### src/rtl/sesc_pkg.sv
`default_nettype none
package sesc_pkg;
    // array geometry (smallest family member: 128 x 8, 16-byte pages)
    localparam int ADDR_W = 7;
    localparam int DEPTH = 128;
    localparam int PAGE_W = 4;
    localparam int PAGE_BYTES = 16;

    // instruction opcodes, msb first on the link
    localparam logic [7:0] OP_WRITE_ENABLE_CMD = 8'h06;
    localparam logic [7:0] OP_WRITE_DISABLE_CMD = 8'h04;
    localparam logic [7:0] OP_STATUS_READ_CMD = 8'h05;
    localparam logic [7:0] OP_STATUS_WRITE = 8'h01;
    localparam logic [7:0] OP_READ = 8'h03;
    localparam logic [7:0] OP_WRITE = 8'h02;

    // status byte layout: [7:4] fixed ones, [3:2] block protect, [1] latch, [0] busy
    localparam logic [3:0] STATUS_FILL = 4'hF;
    localparam int ST_BUSY_BIT = 0;
    localparam int ST_WEL_BIT = 1;
    localparam int ST_BP_LO = 2;
    localparam int ST_BP_HI = 3;

    // reset values
    localparam logic [1:0] BP_RST = 2'h0;
    localparam logic WEL_RST = 1'b0;

    // self-timed write cycle length
    localparam int unsigned CLK_PERIOD_NS = 20;
    localparam int unsigned WR_CYCLE_NS = 20000;
    localparam logic [15:0] WR_CYCLE_CNT = 16'(WR_CYCLE_NS / CLK_PERIOD_NS);

    typedef enum logic [3:0] {
        SESC_RESET = 4'h0,
        SESC_STANDBY = 4'h1,
        SESC_OPCODE = 4'h2,
        SESC_CMD_END = 4'h3,
        SESC_ADDR = 4'h4,
        SESC_WDATA = 4'h5,
        SESC_RDATA = 4'h6,
        SESC_STATUS = 4'h7,
        SESC_IGNORE = 4'h8
    } sesc_state_e;

    typedef struct packed {
        logic cs_n;
        logic sck;
        logic si;
    } sesc_pins_s;

    typedef struct packed {
        logic we;
        logic [ADDR_W-1:0] waddr;
        logic [7:0] wdata;
        logic [ADDR_W-1:0] raddr;
    } sesc_mem_req_s;
endpackage
`default_nettype wire

### src/rtl/sesc_mem.sv
`timescale 1ns/10ps
`default_nettype none
module sesc_mem (
    input wire logic ref_clk_i,
    input wire logic ce_i,
    input wire sesc_pkg::sesc_mem_req_s req_i,
    output logic [7:0] rdata_o
);
    logic [7:0] mem_reg [sesc_pkg::DEPTH];

    // contents are nonvolatile: no reset on the array
    always_ff @(posedge ref_clk_i) begin
        if (ce_i) begin
            if (req_i.we) begin
                mem_reg[req_i.waddr] <= req_i.wdata;
            end
            rdata_o <= mem_reg[req_i.raddr];
        end
    end
endmodule
`default_nettype wire

### src/rtl/sesc_ctrl.sv
// Function
// - supply rising above trigger level moves the device from reset to standby.
// - supply falling below trigger level forces reset state, aborting everything.
// - leaving reset clears the write enable latch and enters standby.
// - falling select moves standby to ready, where an opcode is accepted.
// - completing a byte, page or status write clears the write enable latch.
// - internal write cycle starts only on rising select after whole bytes.
// - array accesses during the write cycle are ignored; programming continues.
// - undefined opcode is ignored and serial output stays high impedance.
// - status bit 0 reads 1 for the whole write cycle, else 0.
// - while busy only the status read command is executed.
// - write enable command sets the latch, write disable clears it.
`timescale 1ns/10ps
`default_nettype none
module sesc_ctrl (
    input wire logic ref_clk_i,
    input wire logic resetn_i,
    input wire logic ce_i,
    input wire logic por_ok_i,
    input wire logic cs_n_i,
    input wire logic sck_i,
    input wire logic si_i,
    output logic so_o,
    output logic so_oe_o,
    output logic busy_o,
    output logic wel_o,
    output logic standby_o,
    output logic [1:0] bp_o
);
    // pin synchronisers: stage 1 is read only by stage 2
    sesc_pkg::sesc_pins_s pin1_reg, pin2_reg, pin3_reg, pin1_next, pin2_next, pin3_next;
    logic por1_reg, por2_reg, por1_next, por2_next;
    always_comb begin
        pin1_next = '{cs_n: cs_n_i, sck: sck_i, si: si_i};
        pin2_next = pin1_reg;
        pin3_next = pin2_reg;
        por1_next = por_ok_i;
        por2_next = por1_reg;
    end
    always_ff @(posedge ref_clk_i) begin
        if (!resetn_i) begin
            // idle pin levels, so no false edge follows reset
            {pin1_reg, pin2_reg, pin3_reg} <= 9'h124;
            {por1_reg, por2_reg} <= 2'h0;
        end else if (ce_i) begin
            {pin1_reg, pin2_reg, pin3_reg} <= {pin1_next, pin2_next, pin3_next};
            {por1_reg, por2_reg} <= {por1_next, por2_next};
        end
    end
    logic sck_rise, sck_fall, sel_fall, sel_rise;
    assign sck_rise = pin2_reg.sck & ~pin3_reg.sck;
    assign sck_fall = ~pin2_reg.sck & pin3_reg.sck;
    assign sel_fall = ~pin2_reg.cs_n & pin3_reg.cs_n;
    assign sel_rise = pin2_reg.cs_n & ~pin3_reg.cs_n;
    // control state
    sesc_pkg::sesc_state_e state_reg, state_next;
    logic [7:0] sh_reg, sh_next, osh_reg, osh_next;
    logic [2:0] bit_cnt_reg, bit_cnt_next, out_cnt_reg, out_cnt_next;
    logic [sesc_pkg::ADDR_W-1:0] addr_reg, addr_next;
    logic [7:0] pend_op_reg, pend_op_next;
    logic is_wr_reg, is_wr_next, is_sr_reg, is_sr_next, got_reg, got_next;
    logic [sesc_pkg::PAGE_BYTES-1:0][7:0] buf_reg, buf_next;
    logic [sesc_pkg::PAGE_BYTES-1:0] mask_reg, mask_next;
    logic [1:0] sr_data_reg, sr_data_next, bp_next;
    logic [15:0] wcnt_reg, wcnt_next;
    logic so_next, so_oe_next, busy_next, wel_next, standby_next;
    logic [7:0] shin, status_byte, src, mem_rdata;
    logic [sesc_pkg::PAGE_W-1:0] widx;
    sesc_pkg::sesc_mem_req_s mem_req;
    always_comb begin
        state_next = state_reg;
        {sh_next, osh_next} = {sh_reg, osh_reg};
        {bit_cnt_next, out_cnt_next} = {bit_cnt_reg, out_cnt_reg};
        addr_next = addr_reg;
        pend_op_next = pend_op_reg;
        {is_wr_next, is_sr_next, got_next} = {is_wr_reg, is_sr_reg, got_reg};
        buf_next = buf_reg;
        mask_next = mask_reg;
        sr_data_next = sr_data_reg;
        bp_next = bp_o;
        wcnt_next = wcnt_reg;
        {so_next, so_oe_next, busy_next, wel_next} = {so_o, so_oe_o, busy_o, wel_o};
        shin = {sh_reg[6:0], pin2_reg.si};
        widx = wcnt_reg[sesc_pkg::PAGE_W-1:0];
        status_byte = {sesc_pkg::STATUS_FILL, bp_o, wel_o, busy_o};
        src = (state_reg == sesc_pkg::SESC_STATUS) ? status_byte : mem_rdata;
        mem_req.we = 1'b0;
        mem_req.waddr = {addr_reg[sesc_pkg::ADDR_W-1:sesc_pkg::PAGE_W], widx};
        mem_req.wdata = buf_reg[widx];
        mem_req.raddr = addr_reg;
        // the write cycle runs on regardless of link activity
        if (busy_o) begin
            mem_req.we = ~is_sr_reg & (wcnt_reg < 16'(sesc_pkg::PAGE_BYTES)) & mask_reg[widx];
            wcnt_next = wcnt_reg + 16'h0001;
            if (wcnt_reg == sesc_pkg::WR_CYCLE_CNT - 16'h0001) begin
                // busy drops when commands are accepted again
                busy_next = 1'b0;
                wel_next = 1'b0;
                if (is_sr_reg) begin
                    bp_next = sr_data_reg;
                end
            end
        end
        if (state_reg == sesc_pkg::SESC_RESET) begin
            // clean entry into standby, writes disabled
            if (por2_reg) begin
                state_next = sesc_pkg::SESC_STANDBY;
                wel_next = sesc_pkg::WEL_RST;
            end
        end else if (!por2_reg) begin
            // brown-out drops everything back to reset
            state_next = sesc_pkg::SESC_RESET;
            wel_next = sesc_pkg::WEL_RST;
            busy_next = 1'b0;
            so_oe_next = 1'b0;
        end else if (state_reg == sesc_pkg::SESC_STANDBY) begin
            if (sel_fall) begin
                state_next = sesc_pkg::SESC_OPCODE;
                bit_cnt_next = 3'h0;
                out_cnt_next = 3'h0;
                got_next = 1'b0;
            end
        end else if (sel_rise) begin
            // deselect ends the command, output released
            state_next = sesc_pkg::SESC_STANDBY;
            so_oe_next = 1'b0;
            // latch changes only once select rises after the opcode
            if (state_reg == sesc_pkg::SESC_CMD_END) begin
                wel_next = (pend_op_reg == sesc_pkg::OP_WRITE_ENABLE_CMD);
            end
            // write starts on rising select after whole data bytes
            if (state_reg == sesc_pkg::SESC_WDATA && got_reg && bit_cnt_reg == 3'h0) begin
                busy_next = 1'b1;
                wcnt_next = 16'h0000;
            end
        end else begin
            case (state_reg)
                sesc_pkg::SESC_OPCODE, sesc_pkg::SESC_ADDR, sesc_pkg::SESC_WDATA: begin
                    // msb first, sampled on rising sck
                    if (sck_rise) begin
                        sh_next = shin;
                        bit_cnt_next = bit_cnt_reg + 3'h1;
                    end
                end
                sesc_pkg::SESC_CMD_END: begin
                    // clocks past the opcode spoil the command
                    if (sck_rise) begin
                        state_next = sesc_pkg::SESC_IGNORE;
                    end
                end
                sesc_pkg::SESC_RDATA, sesc_pkg::SESC_STATUS: begin
                    if (sck_fall) begin
                        so_oe_next = 1'b1;
                        out_cnt_next = out_cnt_reg + 3'h1;
                        if (out_cnt_reg == 3'h0) begin
                            so_next = src[7];
                            osh_next = {src[6:0], 1'b0};
                            if (state_reg == sesc_pkg::SESC_RDATA) begin
                                addr_next = addr_reg + 7'h01;
                            end
                        end else begin
                            so_next = osh_reg[7];
                            osh_next = {osh_reg[6:0], 1'b0};
                        end
                    end
                end
                default: begin
                end
            endcase
            if (sck_rise && bit_cnt_reg == 3'h7) begin
                case (state_reg)
                    sesc_pkg::SESC_OPCODE: begin
                        pend_op_next = shin;
                        // while busy only the status read gets through
                        if (busy_o && shin != sesc_pkg::OP_STATUS_READ_CMD) begin
                            state_next = sesc_pkg::SESC_IGNORE;
                        end else begin
                            case (shin)
                                sesc_pkg::OP_WRITE_ENABLE_CMD,
                                sesc_pkg::OP_WRITE_DISABLE_CMD: begin
                                    state_next = sesc_pkg::SESC_CMD_END;
                                end
                                sesc_pkg::OP_STATUS_READ_CMD: begin
                                    state_next = sesc_pkg::SESC_STATUS;
                                end
                                // writes refused without the latch set
                                sesc_pkg::OP_STATUS_WRITE: begin
                                    is_sr_next = 1'b1;
                                    state_next = wel_o ? sesc_pkg::SESC_WDATA
                                                       : sesc_pkg::SESC_IGNORE;
                                end
                                sesc_pkg::OP_READ: begin
                                    is_wr_next = 1'b0;
                                    state_next = sesc_pkg::SESC_ADDR;
                                end
                                sesc_pkg::OP_WRITE: begin
                                    is_wr_next = 1'b1;
                                    is_sr_next = 1'b0;
                                    state_next = wel_o ? sesc_pkg::SESC_ADDR
                                                       : sesc_pkg::SESC_IGNORE;
                                end
                                default: begin
                                    state_next = sesc_pkg::SESC_IGNORE;
                                end
                            endcase
                        end
                    end
                    sesc_pkg::SESC_ADDR: begin
                        addr_next = shin[sesc_pkg::ADDR_W-1:0];
                        mask_next = '0;
                        state_next = is_wr_reg ? sesc_pkg::SESC_WDATA : sesc_pkg::SESC_RDATA;
                    end
                    sesc_pkg::SESC_WDATA: begin
                        got_next = 1'b1;
                        if (is_sr_reg) begin
                            sr_data_next = shin[sesc_pkg::ST_BP_HI:sesc_pkg::ST_BP_LO];
                            // a second status byte is malformed: drop the command
                            if (got_reg) begin
                                state_next = sesc_pkg::SESC_IGNORE;
                            end
                        end else begin
                            // page roll-over keeps the upper address bits
                            buf_next[addr_reg[sesc_pkg::PAGE_W-1:0]] = shin;
                            mask_next[addr_reg[sesc_pkg::PAGE_W-1:0]] = 1'b1;
                            addr_next[sesc_pkg::PAGE_W-1:0] =
                                addr_reg[sesc_pkg::PAGE_W-1:0] + 4'h1;
                        end
                    end
                    default: begin
                    end
                endcase
            end
        end
        standby_next = (state_next == sesc_pkg::SESC_STANDBY);
    end
    always_ff @(posedge ref_clk_i) begin
        if (!resetn_i) begin
            state_reg <= sesc_pkg::SESC_RESET;
            sh_reg <= 8'h00;
            osh_reg <= 8'h00;
            bit_cnt_reg <= 3'h0;
            out_cnt_reg <= 3'h0;
            addr_reg <= 7'h00;
            pend_op_reg <= 8'h00;
            {is_wr_reg, is_sr_reg, got_reg} <= 3'h0;
            buf_reg <= '0;
            mask_reg <= '0;
            sr_data_reg <= sesc_pkg::BP_RST;
            bp_o <= sesc_pkg::BP_RST;
            wcnt_reg <= 16'h0000;
            so_o <= 1'b0;
            so_oe_o <= 1'b0;
            busy_o <= 1'b0;
            wel_o <= sesc_pkg::WEL_RST;
            standby_o <= 1'b0;
        end else if (ce_i) begin
            state_reg <= state_next;
            sh_reg <= sh_next;
            osh_reg <= osh_next;
            bit_cnt_reg <= bit_cnt_next;
            out_cnt_reg <= out_cnt_next;
            addr_reg <= addr_next;
            pend_op_reg <= pend_op_next;
            {is_wr_reg, is_sr_reg, got_reg} <= {is_wr_next, is_sr_next, got_next};
            buf_reg <= buf_next;
            mask_reg <= mask_next;
            sr_data_reg <= sr_data_next;
            bp_o <= bp_next;
            wcnt_reg <= wcnt_next;
            so_o <= so_next;
            so_oe_o <= so_oe_next;
            busy_o <= busy_next;
            wel_o <= wel_next;
            standby_o <= standby_next;
        end
    end
    sesc_mem u_mem (
        .ref_clk_i(ref_clk_i),
        .ce_i(ce_i),
        .req_i(mem_req),
        .rdata_o(mem_rdata)
    );
endmodule
`default_nettype wire

### config.mk
export PLATFORM = sky130hd
export DESIGN_NAME = sesc_ctrl
export DESIGN_NICKNAME = d
export VERILOG_FILES = /design/src/rtl/sesc_pkg.sv /design/src/rtl/sesc_mem.sv /design/src/rtl/sesc_ctrl.sv
export SDC_FILE = /design/constraint.sdc
export NUM_CORES = 2
export LEC_CHECK = 0
export BUFFER_PORTS_ARGS = -buffer_cell sky130_fd_sc_hd__buf_2
export CAP_MARGIN = 20
export CORE_MARGIN = 10
export CORE_UTILIZATION = 30
export DETAILED_ROUTE_END_ITERATION = 16
export PLACE_DENSITY = 0.56
export SYNTH_ARGS = -nofsm -noshare
export SYNTH_HDL_FRONTEND = slang
export SYNTH_HIERARCHICAL = 1
export SYNTH_SLANG_ARGS = --single-unit
### constraint.sdc
create_clock -name ref_clk_i -period 8.4 [get_ports ref_clk_i]
set_clock_uncertainty 0.05 [all_clocks]
set_input_delay 0.42 -clock ref_clk_i [delete_from_list [all_inputs] [get_ports ref_clk_i]]
set_output_delay 0.42 -clock ref_clk_i [all_outputs]
set_load 0.005 [all_outputs]
==> flow_metrics.env <==
export IMPL_status="finished, final reports clean"
export IMPL_cts_buffers=135
export IMPL_post_cts_buffers=0
export IMPL_synth_edf_count=1032
export IMPL_crit_arrival_ns=5.52
export IMPL_synth_seq_area_share_pct=70.8
export IMPL_cts_root_buf="clkbuf_16"
export IMPL_drive_above_1_share_pct=23.5
export IMPL_worst_path_max_delay_cell="nand4b_1"
export IMPL_finalSetupTns_ns=0
export IMPL_cp_num_buf_inv=1
export IMPL_crit_cells=9
export IMPL_grt_overflow=0
export IMPL_p_per_area_nw_per_um2=220
export IMPL_rr_endpoint="u_mem/mem_reg[70][7]$_DFFE_PP_"
export IMPL_dieArea_sq_um=184000
export IMPL_ys_warnings_count=6
export IMPL_drt_iter0_drc=2420
export IMPL_worst_r2r_cell_count=9
export IMPL_antenna_found_initial=6
export IMPL_slew_limit_headroom_pct=26.6
export IMPL_dp_cells=4775
export IMPL_syn_num_nets=2731
export IMPL_dieWidth_um=428
export IMPL_period_needed_ns=5.20
export IMPL_cts_tree="built"
export IMPL_coreArea_sq_um=165000
export IMPL_crit_type="reg2reg"
export IMPL_cts_htree_levels=4
export IMPL_syn_area_sq_um=50000
export IMPL_ff2ff_setup_slack_ns=3.20
export IMPL_clock_fmax_ghz=0.192
export IMPL_period_share_pct=61.9
export IMPL_die_y_um=428
export IMPL_cts_sinks=1253
export IMPL_num_rows=149
export IMPL_clkSlewWorstSetupHoldPaths_ns=0.06
export IMPL_postSynthCellCount=2714
export IMPL_holdWs_ns=0.0747
export IMPL_wl_per_cell_um=24.1
export IMPL_largest_reg_flops=1024
export IMPL_gr_usage_all_layers_pct=12.9
export IMPL_drc=0
export IMPL_ios=14
export IMPL_initial_core_util_pct=30.3
export IMPL_hold_violations=0
export IMPL_worst_pin_slew_ns=1.10
export IMPL_dr_pass1_iters=7
export IMPL_startpoint="wcnt_reg[0]$_SDFFE_PN0P_"
export IMPL_postRouteAntennaNets=0
export IMPL_drv_slew=0
export IMPL_async_flop_share_pct=0
export IMPL_viasPerCell=5.05
export IMPL_syn_avg_cell_area_sq_um=18.4
export IMPL_hold_path_class="in2reg"
export IMPL_utilization_pct=34.4
export IMPL_rsz0062_at_grt="false"
export IMPL_final_common_cell="edfxtp_1"
export IMPL_r2r_start="wcnt_reg[0]$_SDFFE_PN0P_"
export IMPL_vias=25400
export IMPL_layout_cells_non_filler=5028
export IMPL_nNetsFinal=2745
export IMPL_port_buffers=13
export IMPL_path_cells="mux4_2 -> mux2i_1 -> nor2_1 -> a21oi_1 -> nor4_1 -> and2_1 -> nand4b_1 -> buf_4 -> nor2_1"
export IMPL_area_growth_pct=13.6
export IMPL_critPathRequiredTime_ns=8.73
export IMPL_ys_ff_latch=1253
export IMPL_cts_buffer_depth=3
export IMPL_worstPathMaxFanout=54
export IMPL_grt_max_degree=136
export IMPL_crit_path_end_kind="flip-flop"
export IMPL_drt_total_wl_mm=121
export IMPL_fillers=15400
export IMPL_slowest_delay_ns=1.03
export IMPL_dp_hpwl_mm=73.6
export IMPL_ys_flop_type="edfxtp_1"
export IMPL_vdd_ir_drop_max_v=0.000185
export IMPL_worstSkewPairLatency_ns=0.75
export IMPL_grt_pass1_vias=25300
export IMPL_endpoint="u_mem/mem_reg[70][7]$_DFFE_PP_"
export IMPL_worst_setup_path_start_kind="flip-flop"
export IMPL_critPathMostFrequentCell="nor2_1"
export IMPL_gp_congestion=0.794
export IMPL_setup_viol=0
export IMPL_path_delay_family="simple AND/OR/NAND/NOR gates"
export IMPL_grt_pass1_wl_mm=179
export IMPL_yosysUniqueCellTypes=70
export IMPL_final_cell_mix="edfxtp_1 (1,032), mux4_2 (372), dfxtp_1 (214), nor2_1 (206), clkbuf_16 (137)"
export IMPL_drv_cap=0
export IMPL_p_leak_uw=0.0200
==> synth_stat cells (5+ instances only) <==
| cell type | n | area [sq um] |
|---|---|---|
| buf_1 | 39 | 146 |
| nor2b_1 | 8 | 50.1 |
| or4_1 | 11 | 82.6 |
| or3_1 | 6 | 37.5 |
| nand3b_1 | 5 | 37.5 |
| mux2i_1 | 96 | 961 |
| and3_1 | 8 | 50.1 |
| mux2_2 | 12 | 135 |
| nor3_1 | 33 | 165 |
| o21a_1 | 17 | 128 |
| xor2_1 | 11 | 96.3 |
| nor4_1 | 9 | 56.3 |
| buf_4 | 7 | 52.6 |
| o21ai_0 | 70 | 350 |
| buf_2 | 40 | 200 |
| and4_1 | 6 | 52.6 |
| nand3_1 | 98 | 490 |
| o21ai_1 | 10 | 50.1 |
| nand2b_1 | 9 | 56.3 |
| mux4_2 | 380 | 8560 |
| xnor2_1 | 10 | 87.6 |
| inv_1 | 19 | 71.3 |
| ha_1 | 10 | 125 |
| a21oi_1 | 30 | 150 |
| dfxtp_1 | 221 | 4420 |
| a32oi_1 | 6 | 52.6 |
| a31oi_1 | 6 | 37.5 |
| nand2_1 | 124 | 465 |
| nor2_1 | 206 | 773 |
| clkbuf_1 | 86 | 323 |
| o22ai_1 | 5 | 31.3 |
| edfxtp_1 | 1032 | 31000 |
| nand4_1 | 16 | 100 |
==> worst register-to-register path, cell delays in order (launching register included) <==
cell and delay (ns):
dfxtp_4 0.98, mux4_2 0.39, mux2i_1 0.09, nor2_1 0.17, a21oi_1 0.08, nor4_1 0.20
and2_1 0.69, nand4b_1 1.04, buf_4 0.55, nor2_1 0.58
==> layer usage <==
metal,vias up,track usage (%),routed length (um)
met5,-,0,13
met4,2,3.76,2830
met3,172,3.08,8290
met2,800,19.4,55100
met1,13400,18.6,54900
li1,11000,-,-
==> how the worst min path moves through the flow <==
stage                                      to  slack (ns)                 startpoint  cells past startpoint
floorplan           buf_reg[112]$_SDFFE_PN0P_        0.38  buf_reg[112]$_SDFFE_PN0P_                      2
global placement    buf_reg[111]$_SDFFE_PN0P_        0.39  buf_reg[111]$_SDFFE_PN0P_                      2
detailed placement  buf_reg[125]$_SDFFE_PN0P_        0.40  buf_reg[125]$_SDFFE_PN0P_                      2
CTS                  pin1_reg[2]$_SDFFE_PN1P_        0.02                   resetn_i                      2
global route         pin1_reg[2]$_SDFFE_PN1P_        0.06                   resetn_i                      2
finish               pin1_reg[2]$_SDFFE_PN1P_        0.07                   resetn_i                      2
==> power breakdown <==
part           internal [uW]  switching (uW)
clock network           3360            2460
logic                   10.6            30.3
registers               6630            4.54
total                  10000            2500
==> timing repair <==
item                      in CTS  in global routing
hold endpoints to repair       4                  0
gates resized for setup        0                  0
hold buffers                   4                  0
==> per-stage QoR <==
step	power (uW)	setup slack [ns]	area (sq um)
after floorplan	6790	5.11	50000
after global placement	6800	3.24	52400
after detailed placement	6800	3.21	52400
after CTS	12600	3.18	56800
after global routing	12900	3.01	56800
final	12500	3.20	56800
==> layout make-up <==
class	count	area [sq um]	share of cell area (%)
Timing Repair Buffer	53	423	0.744
Tap cell	2189	2740	4.82
Inverter	19	71.3	0.125
Clock buffer	170	3610	6.36
Antenna cell	5	12.5	0.0220
Sequential cell	1253	35400	62.3
Clock inverter	73	737	1.30
Multi-Input combinational cell	1266	13800	24.3
==> cell families after synthesis <==
logic type | Yosys count | share of synthesized area [%]
adder cells (fa/ha/maj) | 11 | 0.270
XOR/XNOR | 21 | 0.368
AND/OR/NAND/NOR | 576 | 5.60
multiplexers | 488 | 19.3
flip-flops | 1253 | 70.8
AO/OA/AOI/OAI | 170 | 2.03
buffers and inverters | 195 | 1.68
(Power assumes the default switching activity.)
